`src/hw/lpr_pkg.sv`:
```
// package: register map, field positions and reset values of the lane pll register bank
package lpr_pkg;
  localparam logic [9:0] LPR_OFS_EQ_BIAS      = 10'h268;
  localparam logic [9:0] LPR_OFS_PLL_ENABLE   = 10'h280;
  localparam logic [9:0] LPR_OFS_PLL_STATE    = 10'h281;
  localparam logic [9:0] LPR_OFS_FILTER_A     = 10'h284;
  localparam logic [9:0] LPR_OFS_FILTER_B     = 10'h285;
  localparam logic [9:0] LPR_OFS_FILTER_C     = 10'h286;
  localparam logic [9:0] LPR_OFS_PUMP_A       = 10'h287;
  localparam logic [9:0] LPR_OFS_REF_DIVIDE   = 10'h289;
  localparam logic [9:0] LPR_OFS_OSC_REG      = 10'h28a;
  localparam logic [9:0] LPR_OFS_POWERDOWN_A  = 10'h28b;
  localparam logic [9:0] LPR_OFS_VARACTOR_A   = 10'h290;

  localparam logic [7:0] LPR_RST_EQ_BIAS      = 8'h62;
  localparam logic [7:0] LPR_RST_FILTER_A     = 8'h77;
  localparam logic [7:0] LPR_RST_FILTER_B     = 8'h87;
  localparam logic [7:0] LPR_RST_FILTER_C     = 8'h08;
  localparam logic [7:0] LPR_RST_PUMP_A       = 8'h3f;
  localparam logic [7:0] LPR_RST_OSC_REG      = 8'h2b;
  localparam logic [7:0] LPR_RST_POWERDOWN_A  = 8'h7f;
  localparam logic [7:0] LPR_RST_VARACTOR_A   = 8'h83;

  localparam int LPR_EQ_PWR_HI     = 7;
  localparam int LPR_EQ_PWR_LO     = 6;
  localparam int LPR_BIT_TURN_ON   = 0;
  localparam int LPR_BIT_RECAL     = 2;
  localparam int LPR_BIT_CFG_FOUR  = 2;
  localparam int LPR_BIT_LOCKED    = 0;
  localparam int LPR_BIT_CAL_DONE  = 3;
  localparam int LPR_BIT_BAND_LOW  = 4;
  localparam int LPR_BIT_BAND_HIGH = 5;

  localparam logic [1:0] LPR_EQ_NORMAL    = 2'h0;
  localparam logic [1:0] LPR_EQ_LOW_POWER = 2'h1;
  localparam logic [1:0] LPR_DIV_BY4      = 2'h0;
  localparam logic [1:0] LPR_DIV_BY2      = 2'h1;
  localparam logic [1:0] LPR_DIV_BY1      = 2'h2;

  typedef enum logic [1:0] {LPR_PLL_OFF, LPR_PLL_CAL, LPR_PLL_RUN} lpr_pll_type;
endpackage : lpr_pkg

```
`src/hw/lpr_sync.sv`:
```
// three-flop synchroniser with agreement filter for one analog status level
`timescale 1ns/1ps
`default_nettype none
module lpr_sync (
  input  wire logic clk_sys,
  input  wire logic nrst,
  input  wire logic clk_en,
  input  wire logic async_in,
  output var  logic level_out
);
  logic s1_r;
  logic s2_r;
  logic s3_r;

  always_ff @(posedge clk_sys) begin
    if (!nrst) begin
      s1_r      <= 1'b0;
      s2_r      <= 1'b0;
      s3_r      <= 1'b0;
      level_out <= 1'b0;
    end else if (clk_en) begin
      s1_r <= async_in;
      s2_r <= s1_r;
      s3_r <= s2_r;
      if (s2_r == s3_r) begin
        level_out <= s3_r;
      end
    end
  end
endmodule // lpr_sync
`default_nettype wire

```
`src/hw/lpr_regs.sv`:
```
// lane pll control and status register bank with calibration sequencing
`timescale 1ns/1ps
`default_nettype none
module lpr_regs
  import lpr_pkg::*;
(
  input  wire logic       clk_sys,
  input  wire logic       nrst,
  input  wire logic       clk_en,
  input  wire logic [9:0] reg_addr,
  input  wire logic [7:0] reg_wdata,
  input  wire logic       reg_wr,
  input  wire logic       reg_rd,
  output var  logic [7:0] reg_rdata,
  output var  logic       reg_rvalid,
  input  wire logic       pll_lock_in,
  input  wire logic       pll_cal_ok_in,
  input  wire logic       pll_band_high_in,
  input  wire logic       pll_band_low_in,
  output var  logic       lane_pll_turn_on,
  output var  logic       lane_pll_cal_start,
  output var  logic [1:0] equalizer_power_select,
  output var  logic [5:0] equalizer_bias_trim,
  output var  logic [1:0] ref_predivide_select,
  output var  logic [2:0] ref_predivide_factor,
  output var  logic       ref_config_bit,
  output var  logic [7:0] lane_pll_filter_a,
  output var  logic [7:0] lane_pll_filter_b,
  output var  logic [7:0] lane_pll_filter_c,
  output var  logic [7:0] lane_pll_pump_a,
  output var  logic [7:0] lane_pll_osc_regulator,
  output var  logic [7:0] lane_pll_powerdown_a,
  output var  logic [7:0] lane_pll_varactor_a
);
  logic        recal_trigger_r;
  logic        lock_s;
  logic        cal_ok_s;
  logic        band_high_s;
  logic        band_low_s;
  logic        cal_req;
  logic [7:0]  state_byte;
  logic [7:0]  rd_nxt;
  lpr_pll_type pll_r;

  lpr_sync u_sync_lock (
    .clk_sys   (clk_sys),
    .nrst      (nrst),
    .clk_en    (clk_en),
    .async_in  (pll_lock_in),
    .level_out (lock_s)
  );
  lpr_sync u_sync_cal (
    .clk_sys   (clk_sys),
    .nrst      (nrst),
    .clk_en    (clk_en),
    .async_in  (pll_cal_ok_in),
    .level_out (cal_ok_s)
  );
  lpr_sync u_sync_high (
    .clk_sys   (clk_sys),
    .nrst      (nrst),
    .clk_en    (clk_en),
    .async_in  (pll_band_high_in),
    .level_out (band_high_s)
  );
  lpr_sync u_sync_low (
    .clk_sys   (clk_sys),
    .nrst      (nrst),
    .clk_en    (clk_en),
    .async_in  (pll_band_low_in),
    .level_out (band_low_s)
  );

  // eq bias register
  always_ff @(posedge clk_sys) begin
    if (!nrst) begin
      equalizer_power_select <= LPR_RST_EQ_BIAS[LPR_EQ_PWR_HI:LPR_EQ_PWR_LO];
      equalizer_bias_trim    <= LPR_RST_EQ_BIAS[5:0];
    end else if (clk_en && reg_wr && reg_addr == LPR_OFS_EQ_BIAS) begin
      equalizer_power_select <= reg_wdata[LPR_EQ_PWR_HI:LPR_EQ_PWR_LO];
      equalizer_bias_trim    <= reg_wdata[5:0];
    end
  end

  // enable control: bits 7:3 and 1 are not stored
  always_ff @(posedge clk_sys) begin
    if (!nrst) begin
      lane_pll_turn_on <= 1'b0;
      recal_trigger_r  <= 1'b0;
    end else if (clk_en && reg_wr && reg_addr == LPR_OFS_PLL_ENABLE) begin
      lane_pll_turn_on <= reg_wdata[LPR_BIT_TURN_ON];
      recal_trigger_r  <= reg_wdata[LPR_BIT_RECAL];
    end
  end

  // calibration starts on turn-on rising or recal rising while on
  always_comb begin
    cal_req = 1'b0;
    if (reg_wr && reg_addr == LPR_OFS_PLL_ENABLE) begin
      if (reg_wdata[LPR_BIT_TURN_ON] && !lane_pll_turn_on) begin
        cal_req = 1'b1;
      end
      if (reg_wdata[LPR_BIT_RECAL] && !recal_trigger_r && reg_wdata[LPR_BIT_TURN_ON]) begin
        cal_req = 1'b1;
      end
    end
  end

  always_ff @(posedge clk_sys) begin
    if (!nrst) begin
      pll_r              <= LPR_PLL_OFF;
      lane_pll_cal_start <= 1'b0;
    end else if (clk_en) begin
      lane_pll_cal_start <= cal_req;
      if (reg_wr && reg_addr == LPR_OFS_PLL_ENABLE && !reg_wdata[LPR_BIT_TURN_ON]) begin
        pll_r <= LPR_PLL_OFF;
      end else if (cal_req) begin
        pll_r <= LPR_PLL_CAL;
      end else begin
        case (pll_r)
          LPR_PLL_OFF: pll_r <= LPR_PLL_OFF;
          LPR_PLL_CAL: begin
            if (cal_ok_s && !lane_pll_cal_start) begin
              pll_r <= LPR_PLL_RUN;
            end
          end
          LPR_PLL_RUN: pll_r <= LPR_PLL_RUN;
          default:     pll_r <= LPR_PLL_OFF;
        endcase
      end
    end
  end

  // divider setup
  always_ff @(posedge clk_sys) begin
    if (!nrst) begin
      ref_predivide_select <= LPR_DIV_BY4;
      ref_config_bit       <= 1'b0;
    end else if (clk_en && reg_wr && reg_addr == LPR_OFS_REF_DIVIDE) begin
      ref_predivide_select <= reg_wdata[1:0];
      ref_config_bit       <= reg_wdata[LPR_BIT_CFG_FOUR];
    end
  end

  // decoded division factor, code 11 treated as divide by 1
  always_ff @(posedge clk_sys) begin
    if (!nrst) begin
      ref_predivide_factor <= 3'h4;
    end else if (clk_en) begin
      case (ref_predivide_select)
        LPR_DIV_BY4: ref_predivide_factor <= 3'h4;
        LPR_DIV_BY2: ref_predivide_factor <= 3'h2;
        LPR_DIV_BY1: ref_predivide_factor <= 3'h1;
        default:     ref_predivide_factor <= 3'h1;
      endcase
    end
  end

  // analog tuning registers, values chosen by software
  always_ff @(posedge clk_sys) begin
    if (!nrst) begin
      lane_pll_filter_a      <= LPR_RST_FILTER_A;
      lane_pll_filter_b      <= LPR_RST_FILTER_B;
      lane_pll_filter_c      <= LPR_RST_FILTER_C;
      lane_pll_pump_a        <= LPR_RST_PUMP_A;
      lane_pll_osc_regulator <= LPR_RST_OSC_REG;
      lane_pll_powerdown_a   <= LPR_RST_POWERDOWN_A;
      lane_pll_varactor_a    <= LPR_RST_VARACTOR_A;
    end else if (clk_en && reg_wr) begin
      case (reg_addr)
        LPR_OFS_FILTER_A:    lane_pll_filter_a      <= reg_wdata;
        LPR_OFS_FILTER_B:    lane_pll_filter_b      <= reg_wdata;
        LPR_OFS_FILTER_C:    lane_pll_filter_c      <= reg_wdata;
        LPR_OFS_PUMP_A:      lane_pll_pump_a        <= reg_wdata;
        LPR_OFS_OSC_REG:     lane_pll_osc_regulator <= reg_wdata;
        LPR_OFS_POWERDOWN_A: lane_pll_powerdown_a   <= reg_wdata;
        LPR_OFS_VARACTOR_A:  lane_pll_varactor_a    <= reg_wdata;
        default: ;
      endcase
    end
  end

  // status flags forced low unless calibration finished
  always_comb begin
    state_byte = 8'h00;
    if (pll_r == LPR_PLL_RUN) begin
      state_byte[LPR_BIT_LOCKED]    = lock_s;
      state_byte[LPR_BIT_CAL_DONE]  = 1'b1;
    end
    if (pll_r != LPR_PLL_OFF && pll_r != LPR_PLL_CAL) begin
      state_byte[LPR_BIT_BAND_HIGH] = band_high_s;
      state_byte[LPR_BIT_BAND_LOW]  = band_low_s;
    end
  end

  always_comb begin
    rd_nxt = 8'h00;
    case (reg_addr)
      LPR_OFS_EQ_BIAS:     rd_nxt = {equalizer_power_select, equalizer_bias_trim};
      LPR_OFS_PLL_ENABLE:  rd_nxt = {5'h00, recal_trigger_r, 1'b0, lane_pll_turn_on};
      LPR_OFS_PLL_STATE:   rd_nxt = state_byte;
      LPR_OFS_FILTER_A:    rd_nxt = lane_pll_filter_a;
      LPR_OFS_FILTER_B:    rd_nxt = lane_pll_filter_b;
      LPR_OFS_FILTER_C:    rd_nxt = lane_pll_filter_c;
      LPR_OFS_PUMP_A:      rd_nxt = lane_pll_pump_a;
      LPR_OFS_REF_DIVIDE:  rd_nxt = {5'h00, ref_config_bit, ref_predivide_select};
      LPR_OFS_OSC_REG:     rd_nxt = lane_pll_osc_regulator;
      LPR_OFS_POWERDOWN_A: rd_nxt = lane_pll_powerdown_a;
      LPR_OFS_VARACTOR_A:  rd_nxt = lane_pll_varactor_a;
      default:             rd_nxt = 8'h00;
    endcase
  end

  always_ff @(posedge clk_sys) begin
    if (!nrst) begin
      reg_rdata  <= 8'h00;
      reg_rvalid <= 1'b0;
    end else if (clk_en) begin
      reg_rvalid <= reg_rd;
      if (reg_rd) begin
        reg_rdata <= rd_nxt;
      end
    end
  end
endmodule // lpr_regs
`default_nettype wire

```
`config.mk`:
```
export PLATFORM = sky130hd
export DESIGN_NAME = lpr_regs
export DESIGN_NICKNAME = d
export VERILOG_FILES = /design/src/hw/lpr_pkg.sv /design/src/hw/lpr_sync.sv /design/src/hw/lpr_regs.sv
export SDC_FILE = /design/constraint.sdc
export NUM_CORES = 1
export LEC_CHECK = 0
export ABC_CLOCK_PERIOD_IN_PS = 1950
export BUFFER_PORTS_ARGS = -buffer_cell sky130_fd_sc_hd__buf_4
export CORE_MARGIN = 2
export CORE_UTILIZATION = 48
export DETAILED_ROUTE_END_ITERATION = 16
export GPL_TIMING_DRIVEN = 1
export PLACE_DENSITY = 0.81
export SETUP_SLACK_MARGIN = 0.4
export SYNTH_ARGS = -nofsm -noshare
export SYNTH_HDL_FRONTEND = slang
export SYNTH_SLANG_ARGS = --single-unit
```
`constraint.sdc`:
```
create_clock -name clk_sys -period 1.95 [get_ports clk_sys]
set_input_delay 0.0975 -clock clk_sys [delete_from_list [all_inputs] [get_ports clk_sys]]
set_output_delay 0.0975 -clock clk_sys [all_outputs]
set_load 0.01 [all_outputs]
```
==> impl_metrics.yaml <==
layout:
  fillCellCount: 788
  layout.cells.non_filler: 779
  diodes: 0
  final_common_cell: "buf_4"
  area_delta_synth_final_pct: 30.1
  final_cell_mix: "buf_4 (136), dfxtp_1 (100), nand2_1 (99)"
  nNetsFinal: 675
  layout-drive-gt1-share: 0.269
setup_path:
  end_kind: "flip-flop"
  crit_arrival_ns: 1.78
  cp-start-kind: "flip-flop"
  worstSetupPathType: "flip-flop to flip-flop"
  path_max_fanout: 3
  crit_required_ns: 2.21
yosys:
  synth.avg_cell_area_sq_um: 8.74
  ys_seq_elements: 100
  async_flop_share: 0
  syn_area_sq_mm: 0.00455
  synthDistinctLibCells: 61
  ys.flop_type: "dfxtp_1"
  synth_fp_nets: 551
  synth-edff-count: 0
  synthCells: 521
  yosysSeqAreaShare: 0.440
  yosysWarnings: 0
global_routing:
  met2_usage: 0.472
  gr-total-overflow: 0
  grt_use_met3: 0.0511
  grt_max_degree: 29
  top_usage_layer: "met2"
  grt_pass1_wl_um: 23700
  met1_usage: 0.416
  grtUsageTotal: 0.302
  grt_pass1_vias: 4262
  antenna_found_initial: 0
floorplanning:
  die_w_um: 101
  rows: 35
  die_area_sq_mm: 0.0103
  core-area_sq_mm: 0.00924
  die_y_um: 101
  initial_core_util: 0.493
  io-pin-count: 108
drt:
  finalWirelength_um: 15100
  ant_nets: 0
  via_per_inst: 5.88
  dr.first_iter.drc_count: 422
  post_drt_wl_per_cell_um: 19.4
  num_vias: 4584
  drc_errors: 0
  drt-pass1-iter-count: 5
placement:
  gp_congestion: 0.981
  portBuffers: 107
  place_inst: 757
  dp_hpwl_um: 11200
power:
  pwr-share-seq: 0.559
  p_clk_frac: 0.359
  p_leak_nw: 2.50
  p_total_w: 0.00368
  internal-power_w: 0.00266
  power_density_mw_per_mm2: 622
  combPwrFrac: 0.082
  switching_share: 0.277
  switchingPower_w: 0.00102
  vdd_drop_max_uv: 291
status:
  status: "completed"
job:
  drv_cap: 0
clock_tree:
  htreeDepth: 3
  cts-buffers-inserted: 9
  clk_pin_slew_ns: 0.11
  post-cts-setup-buffer-count: 0
  cts_root_buffer: "clkbuf_8"
  tritoncts: "built"
  cts_buffer_depth: 2
  cts_num_sinks: 100
  worstSkewPairLatency_ns: 0.38
timing:
  finClkSkew_ns: 0.00666
  rsz0062_at_grt: "no"
  fmax_mhz: 656
  finalHoldViolCount: 0
  period_share: 0.781
  totalNegativeSetupSlack_ns: 0
  setup_viol: 0
  slew_headroom: 0.637
  max_slew.worst_pin.slew_ns: 0.543
  period_needed_ns: 1.52
  slew_violations: 0
min_path:
  hp-class: "input pin to flip-flop"
==> state kept, by name, indices dropped and copies added, names as in the netlist, 2 cells and up <==
name                    count
lane_pll_filter_b           8
lane_pll_filter_c           8
pll_r                       2
reg_rdata                   8
equalizer_bias_trim         6
lane_pll_pump_a             8
ref_predivide_factor        3
lane_pll_filter_a           8
lane_pll_osc_regulator      8
lane_pll_powerdown_a        8
equalizer_power_select      2
lane_pll_varactor_a         8
ref_predivide_select        2
==> power by group through the flow <==
stage | Sequential (W) | Combinational [W] | Clock [W]
2_1_floorplan | 0.00210 | 0.000165 | 0
3_3_place_gp | 0.00210 | 0.000282 | 0
3_5_place_dp | 0.00211 | 0.000284 | 0
4_1_cts | 0.00206 | 0.000293 | 0.00134
5_1_grt | 0.00206 | 0.000322 | 0.00143
6_report | 0.00206 | 0.000302 | 0.00132
==> layer usage <==
layer	vias to the layer above	routed length, um
met4	0	437
met5	-	0
met1	2199	6560
met3	39	1100
met2	223	7030
li1	2123	-
==> worst paths after layout <==
kind,cells past startpoint,slack (ns),to,start
max,7,0.43,reg_rdata[3],pll_r[0]
min,3,0.01,lane_pll_filter_b[6],reg_wdata[6]
max reg2reg,7,0.43,reg_rdata[3],pll_r[0]
min reg2reg,2,0.47,u_sync_cal.s3_r,u_sync_cal.s3_r
==> kinds of logic after synthesis <==
family	count (synthesis)	share of synthesized area
AND/OR/NAND/NOR	227	0.247
AO/OA/AOI/OAI	98	0.149
flip-flops	100	0.440
buffers and inverters	40	0.0363
multiplexers	53	0.120
adder cells (fa/ha/maj)	3	0.00824
==> worst max-delay path, stage by stage (launching register included) <==
cell and delay [ns]:
dfxtp_1 0.39, inv_1 0.08, ha_1 0.25, mux2i_1 0.14, nor3_1 0.07, a32oi_1 0.18, and3_1 0.20, o21ai_0 0.08
==> per-stage QoR <==
step / utilization / worst slack, ns / cell area (sq um) / hold slack [ns]
3_5_place_dp: 0.612 / 0.0758 / 5660 / 0.346
2_1_floorplan: - / 0.187 / 4570 / 0.226
5_1_grt: 0.641 / 0.401 / 5920 / 0.00736
6_report: 0.641 / 0.426 / 5920 / 0.0108
4_1_cts: 0.638 / 0.450 / 5900 / 0.00278
3_3_place_gp: 0.612 / 0.0930 / 5660 / 0.334
==> Yosys cell counts, types with 3 or more instances <==
master,instances,area share
a222oi_1,3,0.0066
o2bb2ai_1,4,0.0077
buf_1,6,0.0049
nand3_1,28,0.031
nand2b_1,4,0.0055
nor2b_1,6,0.0082
clkbuf_1,23,0.019
o2111ai_1,3,0.0058
nor2_1,41,0.034
a21oi_1,25,0.027
nand2_1,100,0.082
and3_1,5,0.0069
nor3_1,10,0.011
o211ai_1,8,0.013
dfxtp_1,100,0.44
o21ai_0,16,0.018
mux2i_1,51,0.11
a32oi_1,4,0.0077
a22oi_1,12,0.020
a21o_1,3,0.0049
nand3b_1,4,0.0066
inv_1,9,0.0074
nand4_1,4,0.0055
nor4_1,3,0.0041
ha_1,3,0.0082
==> area by class of cell <==
cell class,count,area (sq um),area share
flip-flops and latches,100,2000,0.338
well taps,129,161,0.0273
repair buffers,144,1120,0.189
multi-input cells,381,2410,0.408
clock inverters,7,65.1,0.0110
clock buffers,9,124,0.0209
inverters,9,33.8,0.00570
==> what timing repair did <==
action,CTS,global route
gates resized for setup,0,5
hold buffers,5,1
endpoints found under the hold margin,6,1
endpoints found under the setup margin,0,11
Power figures use the tool's default switching activity.
